--- src/slprs_regs.vh ---
// Constants for the low-power, break and reset-status unit.
// Assumes a 32-bit APB slave port with byte addresses; included by bare name.
// Overview of operation
// - Wait or stop execution pulses a request to clear the global interrupt mask.
// - Wait mode gates CPU clock off, peripheral clock keeps running.
// - Enabled interrupt in wait wakes CPU; stacking starts one cycle later.
// - Reset or break also ends wait mode.
// - Break arriving in wait or stop sets the break-wake flag.
// - Watchdog stays enabled and running in wait when its disable bit is zero.
// - Stop entry resets recovery counter and gates system clocks and oscillator.
// - Interrupt ends stop; stacking begins only after recovery time elapses.
// - Recovery is 4096 slow-clock ticks, or 32 when short recovery selected.
// - Counter held reset from stop until recovery begins, then times recovery.
// - Reset or break also ends stop mode.
// - Break-wake flag cleared by writing zero and by any reset.
// - Reading the reset-cause register clears all its flags.
// - Power-on reset sets power-on flag, clears all other cause flags.
// - Each reset cause sets its own dedicated flag.
// - Monitor-entry reset sets the monitor-entry flag.
// - In break, other modules' flags clearable only while clear-enable is one.
// - Two-step flag clears stay protected in break, clear normally afterwards.
`ifndef SLPRS_REGS_VH
`define SLPRS_REGS_VH

`define SLPRS_ADDR_W 8
`define SLPRS_OFS_BWS 8'h00
`define SLPRS_OFS_LRC 8'h04
`define SLPRS_OFS_BFCC 8'h08
`define SLPRS_OFS_LPS 8'h0C

`define SLPRS_BWS_FLAG 0
`define SLPRS_BFCC_ENABLE 0
`define SLPRS_BFCC_RST 1'b0

`define SLPRS_LRC_POR 7
`define SLPRS_LRC_PIN 6
`define SLPRS_LRC_WDOG 5
`define SLPRS_LRC_BADOP 4
`define SLPRS_LRC_BADADR 3
`define SLPRS_LRC_MON 2
`define SLPRS_LRC_BROWN 1
`define SLPRS_LRC_POR_VAL 8'h80

`define SLPRS_LONG_RECOV 4096
`define SLPRS_SHORT_RECOV 32
`define SLPRS_CNT_W 13

`endif

--- src/slprs_recov_cnt.v ---
// Stop-recovery counter, advanced by slow-clock ticks.
// Assumes ticks are one-cycle pulses synchronous to the core clock.
`timescale 1ns/1ps
`include "slprs_regs.vh"
module slprs_recov_cnt #(
	parameter LONG_COUNT = `SLPRS_LONG_RECOV,
	parameter SHORT_COUNT = `SLPRS_SHORT_RECOV,
	parameter CNT_W = `SLPRS_CNT_W
) (
	input wire clk, // Core clock
	input wire srst, // Synchronous reset, high
	input wire hold, // Keep count at zero
	input wire tick, // Slow-clock tick
	input wire short_sel, // Short recovery chosen
	output reg done // Period counted out
);
	reg [CNT_W-1:0] count;
	wire [CNT_W-1:0] target;

	assign target = short_sel ? SHORT_COUNT[CNT_W-1:0] : LONG_COUNT[CNT_W-1:0];

	always @(posedge clk) begin
		if (srst) begin
			count <= {CNT_W{1'b0}};
			done <= 1'b0;
		end else if (hold) begin
			count <= {CNT_W{1'b0}};
			done <= 1'b0;
		end else if (!done && tick) begin
			count <= count + {{(CNT_W-1){1'b0}}, 1'b1};
			done <= (count + {{(CNT_W-1){1'b0}}, 1'b1}) == target;
		end
	end
endmodule // slprs_recov_cnt

--- src/slprs_top.v ---
// Low-power mode control, break status and reset-cause recording.
// Assumes all inputs synchronous to CORE_CLK; SRST is the power-on reset.
//
// Decided for this implementation: the register offsets and the APB slave port.
`timescale 1ns/1ps
`include "slprs_regs.vh"
module slprs_top #(
	parameter LONG_COUNT = `SLPRS_LONG_RECOV,
	parameter SHORT_COUNT = `SLPRS_SHORT_RECOV
) (
	input wire CORE_CLK, // Bus clock, 20 MHz
	input wire SRST, // Power-on reset, synchronous, high
	input wire PSEL, // APB select
	input wire PENABLE, // APB access phase
	input wire PWRITE, // APB write
	input wire [7:0] PADDR, // APB byte address
	input wire [31:0] PWDATA, // APB write data
	output reg [31:0] PRDATA, // APB read data
	output reg PREADY, // APB ready
	output reg PSLVERR, // APB error on unmapped address
	input wire WAIT_EXEC, // CPU executes wait, pulse
	input wire STOP_EXEC, // CPU executes stop, pulse
	input wire IRQ_REQ, // Enabled module interrupt, level
	input wire BREAK_REQ, // Break interrupt, level
	input wire BREAK_STATE, // CPU is in break state
	input wire INTERNAL_SLOW_CLOCK_TICK, // Internal slow clock tick
	input wire SHORT_RECOVERY_SELECT, // Configuration bit
	input wire WATCHDOG_DISABLE, // Configuration bit
	input wire PIN_RST, // External pin reset, pulse
	input wire WDOG_RST, // Watchdog reset, pulse
	input wire BAD_OPCODE_RST, // Illegal opcode reset, pulse
	input wire BAD_FETCH_RST, // Illegal fetch address reset, pulse
	input wire MONITOR_RST, // Monitor entry reset, pulse
	input wire BROWNOUT_RST, // Low-voltage reset, pulse
	output reg CPU_CLK_EN, // CPU clock gate
	output reg PERIPH_CLK_EN, // Peripheral clock gate
	output reg OSC_EN, // Oscillator output gate
	output reg IMASK_CLEAR, // Clear interrupt mask, pulse
	output reg STACK_START, // Begin stacking, pulse
	output reg STACK_BREAK, // Stacking is for break
	output reg WDOG_RUN, // Watchdog enabled and clocked
	output reg FLAG_CLEAR_ALLOW // Other modules may clear flags
);
	localparam [3:0] ST_RUN = 4'h1;
	localparam [3:0] ST_WAIT = 4'h2;
	localparam [3:0] ST_STOP = 4'h4;
	localparam [3:0] ST_RECOV = 4'h8;

	reg [3:0] state;
	reg [3:0] next_state;
	reg stack_pend;
	reg stack_brk;
	reg next_stack_pend;
	reg next_stack_brk;
	reg break_wake_flag;
	reg break_clear_enable;
	reg [7:0] last_reset_cause;
	wire rst_event;
	wire wake;
	wire recov_done;
	wire cnt_hold;
	wire apb_done;
	wire apb_wr;
	wire apb_rd;
	wire lrc_read;
	wire [7:0] cause_bits;
	reg [31:0] rd_mux;
	reg rd_err;

	assign rst_event = PIN_RST | WDOG_RST | BAD_OPCODE_RST | BAD_FETCH_RST | MONITOR_RST | BROWNOUT_RST;
	assign wake = IRQ_REQ | BREAK_REQ;
	assign apb_done = PSEL & PENABLE & PREADY;
	assign apb_wr = apb_done & PWRITE;
	assign apb_rd = apb_done & ~PWRITE;
	assign lrc_read = apb_rd && (PADDR == `SLPRS_OFS_LRC);
	// Counter sits at zero everywhere except recovery
	assign cnt_hold = (state != ST_RECOV);

	// Last reset only: each event replaces the whole picture
	assign cause_bits = {1'b0,
		PIN_RST, WDOG_RST, BAD_OPCODE_RST, BAD_FETCH_RST, MONITOR_RST, BROWNOUT_RST, 1'b0};

	slprs_recov_cnt #(
		.LONG_COUNT(LONG_COUNT),
		.SHORT_COUNT(SHORT_COUNT),
		.CNT_W(`SLPRS_CNT_W)
	) u_recov (
		.clk(CORE_CLK),
		.srst(SRST),
		.hold(cnt_hold),
		.tick(INTERNAL_SLOW_CLOCK_TICK),
		.short_sel(SHORT_RECOVERY_SELECT),
		.done(recov_done)
	);

	always @* begin
		next_state = state;
		next_stack_pend = 1'b0;
		next_stack_brk = stack_brk;
		case (state)
			ST_RUN: begin
				if (rst_event) begin
					next_state = ST_RUN;
				end else if (WAIT_EXEC) begin
					next_state = ST_WAIT;
				end else if (STOP_EXEC) begin
					next_state = ST_STOP;
				end
			end
			ST_WAIT: begin
				if (rst_event) begin
					next_state = ST_RUN;
				end else if (wake) begin
					// Clock back first, stacking on the following cycle
					next_state = ST_RUN;
					next_stack_pend = 1'b1;
					next_stack_brk = BREAK_REQ;
				end
			end
			ST_STOP: begin
				if (rst_event) begin
					next_state = ST_RUN;
				end else if (wake) begin
					next_state = ST_RECOV;
					next_stack_brk = BREAK_REQ;
				end
			end
			ST_RECOV: begin
				if (rst_event) begin
					next_state = ST_RUN;
				end else if (recov_done) begin
					next_state = ST_RUN;
					next_stack_pend = 1'b1;
				end
			end
			default: begin
				next_state = ST_RUN;
			end
		endcase
	end

	always @(posedge CORE_CLK) begin
		if (SRST) begin
			state <= ST_RUN;
			stack_pend <= 1'b0;
			stack_brk <= 1'b0;
			CPU_CLK_EN <= 1'b1;
			PERIPH_CLK_EN <= 1'b1;
			OSC_EN <= 1'b1;
			IMASK_CLEAR <= 1'b0;
			STACK_START <= 1'b0;
			STACK_BREAK <= 1'b0;
			WDOG_RUN <= 1'b0;
		end else begin
			state <= next_state;
			stack_pend <= next_stack_pend;
			stack_brk <= next_stack_brk;
			// CPU clock runs only in run state, ahead of the stacking pulse
			CPU_CLK_EN <= (next_state == ST_RUN);
			// Peripherals keep running through wait, stopped through stop and its recovery
			PERIPH_CLK_EN <= (next_state == ST_RUN) || (next_state == ST_WAIT);
			// Oscillator restarts for recovery so it can settle before CPU runs
			OSC_EN <= (next_state != ST_STOP);
			IMASK_CLEAR <= (state == ST_RUN) && !rst_event && (WAIT_EXEC || STOP_EXEC);
			STACK_START <= stack_pend;
			STACK_BREAK <= stack_pend & stack_brk;
			// Stop halts the watchdog clock with the system clocks
			WDOG_RUN <= !WATCHDOG_DISABLE && (next_state != ST_STOP);
		end
	end

	always @(posedge CORE_CLK) begin
		if (SRST) begin
			break_wake_flag <= 1'b0;
		end else if (rst_event) begin
			break_wake_flag <= 1'b0;
		end else if (BREAK_REQ && ((state == ST_WAIT) || (state == ST_STOP) || (state == ST_RECOV))) begin
			break_wake_flag <= 1'b1;
		end else if (apb_wr && (PADDR == `SLPRS_OFS_BWS) && !PWDATA[`SLPRS_BWS_FLAG]) begin
			break_wake_flag <= 1'b0;
		end
	end

	// A reset event in the same cycle as the read wins over the clear
	always @(posedge CORE_CLK) begin
		if (SRST) begin
			last_reset_cause <= `SLPRS_LRC_POR_VAL;
		end else if (rst_event) begin
			last_reset_cause <= cause_bits;
		end else if (lrc_read) begin
			last_reset_cause <= 8'h00;
		end
	end

	always @(posedge CORE_CLK) begin
		if (SRST) begin
			break_clear_enable <= `SLPRS_BFCC_RST;
		end else if (apb_wr && (PADDR == `SLPRS_OFS_BFCC)) begin
			break_clear_enable <= PWDATA[`SLPRS_BFCC_ENABLE];
		end
	end

	// Level gate: a first step taken before break cannot complete inside it,
	// and the second step after break sees the gate open again
	always @(posedge CORE_CLK) begin
		if (SRST) begin
			FLAG_CLEAR_ALLOW <= 1'b1;
		end else begin
			FLAG_CLEAR_ALLOW <= !BREAK_STATE || break_clear_enable;
		end
	end

	always @* begin
		rd_mux = 32'h00000000;
		rd_err = 1'b0;
		case (PADDR)
			`SLPRS_OFS_BWS: rd_mux[`SLPRS_BWS_FLAG] = break_wake_flag;
			`SLPRS_OFS_LRC: rd_mux[7:0] = last_reset_cause;
			`SLPRS_OFS_BFCC: rd_mux[`SLPRS_BFCC_ENABLE] = break_clear_enable;
			`SLPRS_OFS_LPS: rd_mux[3:0] = state;
			default: rd_err = 1'b1;
		endcase
	end

	// One wait state: PREADY rises in the second access cycle
	always @(posedge CORE_CLK) begin
		if (SRST) begin
			PREADY <= 1'b0;
			PSLVERR <= 1'b0;
			PRDATA <= 32'h00000000;
		end else if (PSEL && PENABLE && !PREADY) begin
			PREADY <= 1'b1;
			PSLVERR <= rd_err;
			PRDATA <= PWRITE ? 32'h00000000 : rd_mux;
		end else begin
			PREADY <= 1'b0;
			PSLVERR <= 1'b0;
			PRDATA <= 32'h00000000;
		end
	end
endmodule // slprs_top

--- config.mk ---
export PLATFORM = sky130hd
export DESIGN_NAME = slprs_top
export DESIGN_NICKNAME = d
export VERILOG_FILES = /design/src/slprs_recov_cnt.v /design/src/slprs_top.v
export VERILOG_INCLUDE_DIRS = /design/src /design/src/src
export SDC_FILE = /design/constraint.sdc
export NUM_CORES = 1
export LEC_CHECK = 0
export BUFFER_PORTS_ARGS = -buffer_cell sky130_fd_sc_hd__buf_2
export CAP_MARGIN = 20
export CORE_MARGIN = 4
export CORE_UTILIZATION = 50
export CTS_BUF_LIST = sky130_fd_sc_hd__clkbuf_4 sky130_fd_sc_hd__clkbuf_8 sky130_fd_sc_hd__clkbuf_16
export CTS_CLUSTER_DIAMETER = 150
export DETAILED_ROUTE_END_ITERATION = 10
export PLACE_DENSITY = 0.91
export SYNTH_ARGS = -nofsm -noshare
export SYNTH_HDL_FRONTEND = slang
export SYNTH_SLANG_ARGS = --single-unit
--- constraint.sdc ---
create_clock -name CORE_CLK -period 3.04 [get_ports CORE_CLK]
set_input_delay 0 -clock CORE_CLK [delete_from_list [all_inputs] [get_ports CORE_CLK]]
set_output_delay 0 -clock CORE_CLK [all_outputs]
set_load 0.01 [all_outputs]
==> metrics.yaml, run 1 <==
status: "finished clean"
holdBufCountCts: 15
post-cts-setup-buffers: 0
cts.repair.resized: 0
cp_slowest_cell: "dfxtp_1"
die_w_um: 75.1
fin_worst_skew_ns: 0.00480
n_antenna_cell: 0
finalSetupViolations: 0
start_util: 0.518
crit_type: "reg2reg"
r2r_end: "u_recov.done"
final.period_utilization: 0.650
fp.dieArea_mm2: 0.00564
synthCells: 258
synth_edf_count: 0
drc: 0
worst_pin_slew_ns: 0.596
cp_slowest_stage_delay_ns: 0.62
final_area_mm2: 0.00264
yosysSeqAreaShare: 0.418
coreArea_mm2: 0.00435
hold_class: "in2reg"
synth.avg_cell_area_um2: 8.73
drt_pass1_iterations: 4
hold_violations: 0
cp-end-kind: "register"
antenna_left: 0
layout_commonest_cell: "dfxtp_1"
cts_buffer_depth: 2
clock_sinks: 47
crit_path_start_kind: "register"
critPathMaxFanout: 15
die_y_um: 75.1
crit_chain: "nand4_4 > or4_1 > a2111oi_2 > o2bb2ai_1"
cp.required_ns: 3.26
cts_made_buffers: 5
vias: 1941
dpl.hpwl_um: 3280
relSlewSlack: 0.600
final_cell_mix: "dfxtp_1 (47), buf_2 (45), nor2_1 (34)"
areaGrowthSynthToFinish_pct: 17.2
hold_depth: 3
grt_max_degree: 18
drive_above_1_share: 0.193
cp_top_family: "simple AND/OR/NAND/NOR gates"
leakagePower_nw: 1.09
synth_cell_types: 47
place.gp.congestion: 0.871
ir_worst_vdd_uv: 233
fmax_ghz: 0.506
grt_pass1_wl_um: 7480
ys.flop_type: "dfxtp_1"
tritoncts: "done"
row_count: 24
maxCapViolCount: 0
yosys_register_bits: 47
fillers: 350
fin_tns_setup_ns: 0
grt_pass1_vias: 1725
cp.buffers_inverters: 0
clk_latency_ns: 0.29
finalCriticalPeriod_ns: 1.98
r2r_cells: 4
final_nets: 376
hold_start: "IRQ_REQ"
ys_warn_count: 0
holdPathEnd: "stack_brk"
place_area_mm2: 0.00240
path_clk_slew_ns: 0.08
root_buffer: "clkbuf_8"
r2r_setup_slack_ns: 1.06
netlist_area_mm2: 0.00225
antenna_found_initial: 0
grt_overflow_total: 0
io_buffers: 45
postSynth.asyncResetShare: 0
holdWs_ns: 0.0167
timing.final.max_slew_violations: 0
htree_levels: 2
crit_arrival_ns: 2.19
avgRoutedWirePerCell_um: 13.1
powerDensity_mw_per_mm2: 403
rsz0062_at_grt: "no"
ios: 101
grt_usage: 0.171
finalWirelength_um: 4820
via_per_inst: 5.27
reg2reg_from: "state[3]"
drtIter0Drc: 113
-- area by class of cell --
class                      count  area [µm²]  area share
inverter                       4        15.0     0.00568
timing repair buffer          61         385       0.146
clock buffer                   5        68.8      0.0261
sequential                    47         941       0.356
tap                           52        65.1      0.0246
multi-input combinational    197        1150       0.436
clock inverter                 2        13.8     0.00521
-- cell families (layout without fill, tap and decap cells) --
logic type | after synthesis | count (layout) | share of synthesized area
and+or+nand+nor | 117 | 117 | 0.282
DFF | 47 | 47 | 0.418
buffers and inverters | 37 | 72 | 0.109
AOI/OAI and AO/OA | 34 | 34 | 0.0983
xor gates and xnor gates | 15 | 15 | 0.0583
muxes | 6 | 6 | 0.0272
adders and majority gates | 1 | 1 | 0.00555
other | 1 | 24 | 0.00166
-- how the worst max path moves through the flow --
| stage | startpoint | end | slack (ns) | cells after the start |
|---|---|---|---|---|
| after floorplan | u_recov.count[0] | u_recov.done | 1.35 | 6 |
| after global placement | state[3] | u_recov.done | 1.11 | 4 |
| after detailed placement | state[3] | u_recov.done | 1.06 | 4 |
| after CTS | state[3] | u_recov.done | 1.05 | 4 |
| after global routing | state[3] | u_recov.done | 0.92 | 4 |
| final | state[3] | u_recov.done | 1.06 | 4 |
-- tightest hold or removal path: cells and delay by family --
family / cells / cell delay (ns)
buffers and inverters: 1 / 0.10
AOI/OAI and AO/OA: 2 / 0.17
-- registers in the layout (all words and copies together) (netlist names), 4 cells and up --
name	flops
state	4
last_reset_cause	7
u_recov.count	13
PRDATA	8
-- stage by stage --
stage	util	std cells	total power, mW	worst slack, ns
floorplan	-	281	0.704	1.35
finish	0.607	368	1.06	1.06
global placement	0.551	345	0.708	1.11
CTS	0.604	367	1.07	1.05
global route	0.607	368	1.12	0.920
detailed placement	0.551	345	0.711	1.06
-- synthesized netlist by cell type (5+ instances only) --
| library cell | count | share of area |
|---|---|---|
| xor2_1 | 10 | 0.039 |
| xnor2_1 | 5 | 0.019 |
| o21ai_0 | 7 | 0.016 |
| nand3_1 | 5 | 0.011 |
| and3_1 | 5 | 0.014 |
| nor3_1 | 11 | 0.024 |
| dfxtp_1 | 47 | 0.42 |
| nand2_1 | 19 | 0.032 |
| nand4_1 | 7 | 0.019 |
| nor2_1 | 34 | 0.057 |
| mux2i_1 | 5 | 0.022 |
| and2_1 | 9 | 0.025 |
| a21oi_1 | 11 | 0.024 |
| buf_4 | 24 | 0.080 |
| nor2b_1 | 5 | 0.014 |
-- routing by layer --
layer,GRT usage,wire length (µm),up-vias
li1,-,-,959
met1,0.199,1910,892
met2,0.296,2410,77
met3,0.0467,407,13
met4,0.0718,87,0
met5,0,0,-
-- where the power goes --
group          switching [mW]  internal [mW]
clock                   0.192          0.157
sequential            0.00376          0.623
combinational          0.0491         0.0386
No activity file was read; power rests on OpenSTA's default activity.
==> run 2: changes to the inputs <==
CORE_UTILIZATION = 42   (was 50)
PLACE_DENSITY = 0.82   (was 0.91)
clock period = 1.71 ns   (was 3.04 ns; I/O delays follow)
==> metrics.yaml, run 2 (synthesized netlist as in run 1, its figures left out) <==
root_buffer: "clkbuf_8"  # unchanged
cp.required_ns: 1.95  # was 3.26 ns
dpl.hpwl_um: 3570  # was 3280 µm
critPathMaxFanout: 6  # was 15
reg2reg_from: "u_recov.count[7]"  # was state[3]
powerDensity_mw_per_mm2: 711  # was 403 mW/mm²
grt_pass1_vias: 1934  # was 1,725
tritoncts: "done"  # unchanged
fin_ws_ns: 0.00559  # was 1.06 ns
io_buffers: 45  # unchanged
areaGrowthSynthToFinish_pct: 30.1  # was 17.2%
finalWirelength_um: 5370  # was 4820 µm
grt_overflow_total: 0  # unchanged
finalCriticalPeriod_ns: 1.70  # was 1.98 ns
row_count: 26  # was 24
via_per_inst: 4.95  # was 5.27
place_inst: 381  # was 345
place.gp.congestion: 0.809  # was 0.871
largest_register_ffs: 13  # unchanged
status: "finished clean"  # unchanged
avgRoutedWirePerCell_um: 13.3  # was 13.1 µm
ir_worst_vdd_uv: 362  # was 233 µV
antenna_left: 0  # unchanged
drc: 0  # unchanged
final_nets: 394  # was 376
final_cell_mix: "dfxtp_1 (45), buf_2 (45), nor2_1 (33)"  # was dfxtp_1 (47), buf_2 (45), nor2_1 (34)
cp-end-kind: "register"  # unchanged
start_util: 0.438  # was 0.518
clock_sinks: 47  # unchanged
n_antenna_cell: 0  # unchanged
reg.largest.list: "u_recov.count x13, PRDATA x8, last_reset_cause x7"  # unchanged
post-cts-setup-buffers: 0  # unchanged
fillers: 450  # was 350
timing.final.max_slew_violations: 0  # unchanged
crit_path_start_kind: "register"  # unchanged
final.period_utilization: 0.997  # was 0.650
grt_pass1_wl_um: 8180  # was 7480 µm
coreArea_mm2: 0.00514  # was 0.00435 mm²
hold_violations: 0  # unchanged
fmax_ghz: 0.587  # was 0.506 GHz
antenna_found_initial: 0  # unchanged
fp.dieArea_mm2: 0.00660  # was 0.00564 mm²
cts_buffer_depth: 2  # unchanged
cts_made_buffers: 5  # unchanged
crit_arrival_ns: 1.94  # was 2.19 ns
ios: 101  # unchanged
drtIter0Drc: 65  # was 113
finish.utilization: 0.570  # was 0.607
vias: 2003  # was 1,941
cp-startpoint: "u_recov.count[7]"  # was state[3]
die_w_um: 81.2  # was 75.1 µm
htree_levels: 2  # unchanged
clk_latency_ns: 0.30  # was 0.29 ns
drive_above_1_share: 0.287  # was 0.193
die_y_um: 81.2  # was 75.1 µm
fin_worst_skew_ns: 0.00612  # was 0.00480 ns
regMostFlops: "u_recov.count"  # unchanged
dp_slack_ns: 0.00217  # was 1.06 ns
drt_pass1_iterations: 4  # unchanged
leakagePower_nw: 1.21  # was 1.09 nW
crit_type: "reg2reg"  # unchanged
hold_start: "PADDR[0]"  # was IRQ_REQ
maxCapViolCount: 0  # unchanged
grt_max_degree: 17  # was 18
final_cells: 405  # was 368
hold_class: "in2reg"  # unchanged
finalSetupViolations: 0  # unchanged
grt_usage: 0.160  # was 0.171
path_clk_slew_ns: 0.09  # was 0.08 ns
rsz0062_at_grt: "yes"  # was no
## run 2: changes by cell type in the layout (fill, tap and decap cells not counted), moves of 2 or more
cell     before  now
dfxtp_1      47   45
a31oi_1       4    2
nand2_1      19   17
and4_1        3    1
dfxtp_2       0    2
buf_4         0   18
nand2_2       0    2
nor3_1       11    9
nor3_2        0    2
## run 2: path summary, 6_finish.rpt
kind | to | cells after the start | slack, ns
setup / recovery | u_recov.done | 4 | 0.006
hold / removal | PSLVERR | 3 | 0.009
setup reg to reg | u_recov.done | 4 | 0.006
hold reg to reg | STACK_BREAK | 1 | 0.46
## run 2: power breakdown
group / internal (mW) / switching [mW]
combinational: 0.0725 / 0.0906
clock: 0.435 / 0.372
sequential: 1.11 / 0.00723
## run 2: area by class of cell
class	count	area [µm²]	share of cell area
sequential	47	943	0.322
clock buffer	5	68.8	0.0235
tap	70	87.6	0.0299
timing repair buffer	79	520	0.178
inverter	4	15.0	0.00512
multi-input combinational	197	1250	0.427
clock inverter	3	43.8	0.0149
## run 2: layer usage
| layer | wire length [µm] | share of wire | GRT usage |
|---|---|---|---|
| met1 | 2120 | 0.39 | 0.167 |
| met2 | 2760 | 0.51 | 0.292 |
| met3 | 370 | 0.069 | 0.0421 |
| met4 | 117 | 0.022 | 0.0811 |
| met5 | 0 | 0 | 0 |
## run 2: stage by stage
step           hold slack (ns)  cell area (µm²)  total power, mW  setup TNS [ns]
5_1_grt                 0.0322             2930             2.17         -0.0568
3_3_place_gp             0.164             2560             1.26               0
4_1_cts                0.00225             2850             2.09               0
3_5_place_dp             0.172             2560             1.27               0
6_report               0.00917             2930             2.09               0
2_1_floorplan           0.0619             2340             1.25               0
## run 2: what timing repair did
action                     4_1_cts  5_1_grt
hold buffers                    16        0
cloned                           0        0
pin swaps                        1        4
setup endpoints to repair        1       13
gates resized for setup          4       18
hold endpoints to repair        18        0
## run 2: worst max-delay path: stages, from the launching register on
cell	delay, ns
dfxtp_1	0.37
and4_2	0.31
a2111o_1	0.48
a2111oi_4	0.34
o2bb2ai_1	0.15
==> run 3: changes to the inputs <==
ABC_AREA = 1   (was default)
CAP_MARGIN = 15   (was 20)
CORE_UTILIZATION = 44   (was 42)
PLACE_DENSITY = 0.84   (was 0.82)
==> metrics.yaml, run 3 <==
place.gp.congestion: 0.882  # was 0.809
hold_violations: 0  # unchanged
drt_pass1_iterations: 4  # unchanged
drc: 0  # unchanged
ys_warn_count: 0  # unchanged
r2r_end: "PERIPH_CLK_EN"  # was u_recov.done
finalWirelength_um: 5900  # was 5370 µm
status: "finished clean"  # unchanged
critPathMostFrequentCell: "nor2_1"
ios: 101  # unchanged
largest_register_ffs: 13  # unchanged
final.period_utilization: 0.949  # was 0.997
cp-startpoint: "BAD_FETCH_RST"  # was u_recov.count[7]
synth.avg_cell_area_um2: 6.67  # was 8.73 µm²
final_nets: 497  # was 394
finish.utilization: 0.539  # was 0.570
cts_made_buffers: 5  # unchanged
grt_overflow_total: 0  # unchanged
antenna_left: 0  # unchanged
multiInputGateArea_mm2: 0.00124  # was 0.00125 mm²
hold_depth: 3  # unchanged
clk_latency_ns: 0.30  # about the same
critPathMaxFanout: 10  # was 6
powerDensity_mw_per_mm2: 709  # was 711 mW/mm²
cts_buffer_depth: 2  # unchanged
reg.largest.list: "u_recov.count x13, PRDATA x8, last_reset_cause x7"  # unchanged
place_area_mm2: 0.00273  # was 0.00256 mm²
netlist_top_cells_area: "dfxtp_1 (38%), nand2_1 (14%), inv_1 (8.3%)"  # was dfxtp_1 (42%), buf_4 (8.0%), nor2_1 (5.7%)
cp-end-kind: "register"  # unchanged
synth_edf_count: 0  # unchanged
grt_pass1_wl_um: 10000  # was 8180 µm
synthCells: 375  # was 258
n_antenna_cell: 0  # unchanged
path_clk_slew_ns: 0.09  # about the same
htree_levels: 2  # unchanged
postSynth.asyncResetShare: 0  # unchanged
antenna_found_initial: 0  # unchanged
final_area_mm2: 0.00297  # was 0.00293 mm²
crit_arrival_ns: 1.81  # was 1.94 ns
crit_end: "PERIPH_CLK_EN"  # was u_recov.done
crit_chain: "dlygate4sd3_1 > buf_2 > nor2_1 > nand3_2 > nor2_1 > nand2_1 > nand2_1 > nor2_1 > nand3_1 > nand3_1"  # was and4_2 > a2111o_1 > a2111oi_4 > o2bb2ai_1
yosys.area.top_type: "dfxtp_1"  # unchanged
layout_commonest_cell: "nand2_1"
finalSetupViolations: 0  # unchanged
avgRoutedWirePerCell_um: 11.6  # was 13.3 µm
finalCriticalPeriod_ns: 1.62  # was 1.70 ns
synth.top_cell.area_share: 0.376  # was 0.418
fp.dieArea_mm2: 0.00695  # was 0.00660 mm²
grt_pass1_vias: 2362  # was 1,934
clock_sinks: 47  # unchanged
grt_max_degree: 16  # was 17
cp_slowest_cell: "dlygate4sd3_1"  # was a2111o_1
synth_most_common_cell: "nand2_1"  # was dfxtp_1
tritoncts: "done"  # unchanged
ir_worst_vdd_uv: 430  # was 362 µV
root_buffer: "clkbuf_8"  # unchanged
fmax_ghz: 0.616  # was 0.587 GHz
synth_common_cells: "nand2_1 (90), inv_1 (55), nor2_1 (49)"  # was dfxtp_1 (47), nor2_1 (34), buf_4 (24)
die_y_um: 83.4  # was 81.2 µm
die_w_um: 83.4  # was 81.2 µm
crit_type: "in2reg"  # was reg2reg
ys.flop_type: "dfxtp_1"  # unchanged
drtIter0Drc: 130  # was 65
areaGrowthSynthToFinish_pct: 18.7  # was 30.1%
dpl.hpwl_um: 4210  # was 3570 µm
io_buffers: 45  # unchanged
cp.required_ns: 1.90  # was 1.95 ns
fillers: 501  # was 450
fin_ws_ns: 0.0865  # was 0.00559 ns
drive_above_1_share: 0.183  # was 0.287
grt_usage: 0.171  # was 0.160
dp_slack_ns: 0.121  # was 0.00217 ns
yosysSeqAreaShare: 0.376  # was 0.418
coreArea_mm2: 0.00551  # was 0.00514 mm²
netlist_area_mm2: 0.00250  # was 0.00225 mm²
r2r_cells: 11  # was 4
crit_path_start_kind: "input port"  # was register
fin_worst_skew_ns: 0.00758  # was 0.00612 ns
rsz0062_at_grt: "yes"  # unchanged
regMostFlops: "u_recov.count"  # unchanged
reg2reg_from: "state[2]"  # was u_recov.count[7]
start_util: 0.454  # was 0.438
r2r_setup_slack_ns: 0.13  # was 0.006 ns
seqCellArea_um2: 942  # was 943 µm²
timing.final.max_slew_violations: 0  # unchanged
synth_cell_types: 28  # was 47
yosys_register_bits: 47  # unchanged
row_count: 27  # was 26
via_per_inst: 4.78  # was 4.95
maxCapViolCount: 0  # unchanged
leakagePower_nw: 1.46  # was 1.21 nW
vias: 2440  # was 2,003
hold_class: "in2reg"  # unchanged
final_cell_mix: "nand2_1 (89), inv_1 (55), dfxtp_1 (46), nor2_1 (46), buf_2 (45)"  # was dfxtp_1 (45), buf_2 (45), nor2_1 (33)
cp_slowest_stage_delay_ns: 0.55  # was 0.48 ns
-- run 3: cell types whose count changed after synthesis, moves of 5 or more --
| cell | delta |
|---|---|
| nand2_1 | +71 |
| inv_1 | +53 |
| nand3_1 | +25 |
| nor2_1 | +15 |
| a21oi_1 | +11 |
| and2_1 | -9 |
| nor3_1 | -9 |
| o21ai_0 | +9 |
| xor2_1 | -8 |
| and3_1 | -5 |
| mux2i_1 | -5 |
| nor2b_1 | -5 |
| xnor2_1 | -5 |
-- run 3: worst min path at each step --
| stage | startpoint | to | slack [ns] |
|---|---|---|---|
| finish | BREAK_REQ | stack_brk | 0.04 |
| global placement | WATCHDOG_DISABLE | WDOG_RUN | 0.17 |
| floorplan | WATCHDOG_DISABLE | WDOG_RUN | 0.08 |
| global route | BREAK_REQ | break_wake_flag | 0.06 |
| detailed placement | WATCHDOG_DISABLE | WDOG_RUN | 0.17 |
| CTS | BREAK_REQ | stack_brk | 0.02 |
-- run 3: report_power, final --
part / internal [mW] / switching [mW] / total [mW]
clock: 0.436 / 0.384 / 0.819
sequential: 1.11 / 0.00797 / 1.12
combinational: 0.0640 / 0.105 / 0.169
-- run 3: cell type report --
class | instances | share of cell area
Inverter | 61 | 0.0771
Tap cell | 72 | 0.0303
Clock buffer | 5 | 0.0232
Multi-Input combinational cell | 264 | 0.419
Timing Repair Buffer | 58 | 0.118
Sequential cell | 47 | 0.317
Clock inverter | 3 | 0.0147
-- run 3: cell families (layout without fill, tap and decap cells) --
group                    after synthesis  count (layout)  synth area share
buffers and inverters                 87             127             0.167
flip-flops                            47              47             0.376
XOR/XNOR                               2               2           0.00700
adder cells (fa/ha/maj)                1               1           0.00500
AO/OA/AOI/OAI                         44              44            0.0971
other                                  1              24           0.00150
AND/OR/NAND/NOR                      193             193             0.347
-- run 3: per-layer routing --
layer / part of all wire / routed length, µm / vias to the layer above / track usage
met5: 0 / 0 / - / 0
met4: 0.021 / 125 / 0 / 0.0773
met3: 0.088 / 518 / 13 / 0.0476
met1: 0.41 / 2390 / 1077 / 0.198
li1: - / - / 1249 / -
met2: 0.49 / 2860 / 101 / 0.294
-- run 3: what timing repair did --
action / in CTS / in global routing
endpoints found under the setup margin: 0 / 3
hold buffers: 11 / 0
setup buffers: 0 / 0
hold endpoints to repair: 10 / 0
gates resized for setup: 0 / 6
-- run 3: worst max-delay path: cells and delay by family --
kind	cells	cell delay, ns
buffers and inverters	2	0.69
and+or+nand+nor	8	1.11
-- run 3: metrics by stage --
stage | hold WS, ns | total power [mW] | instances | setup TNS (ns)
2_1_floorplan | 0.0768 | 1.26 | 398 | 0
3_3_place_gp | 0.167 | 1.28 | 491 | 0
3_5_place_dp | 0.171 | 1.29 | 491 | 0
4_1_cts | 0.0222 | 2.12 | 510 | 0
5_1_grt | 0.0583 | 2.20 | 510 | -0.0984
6_report | 0.0422 | 2.10 | 510 | 0
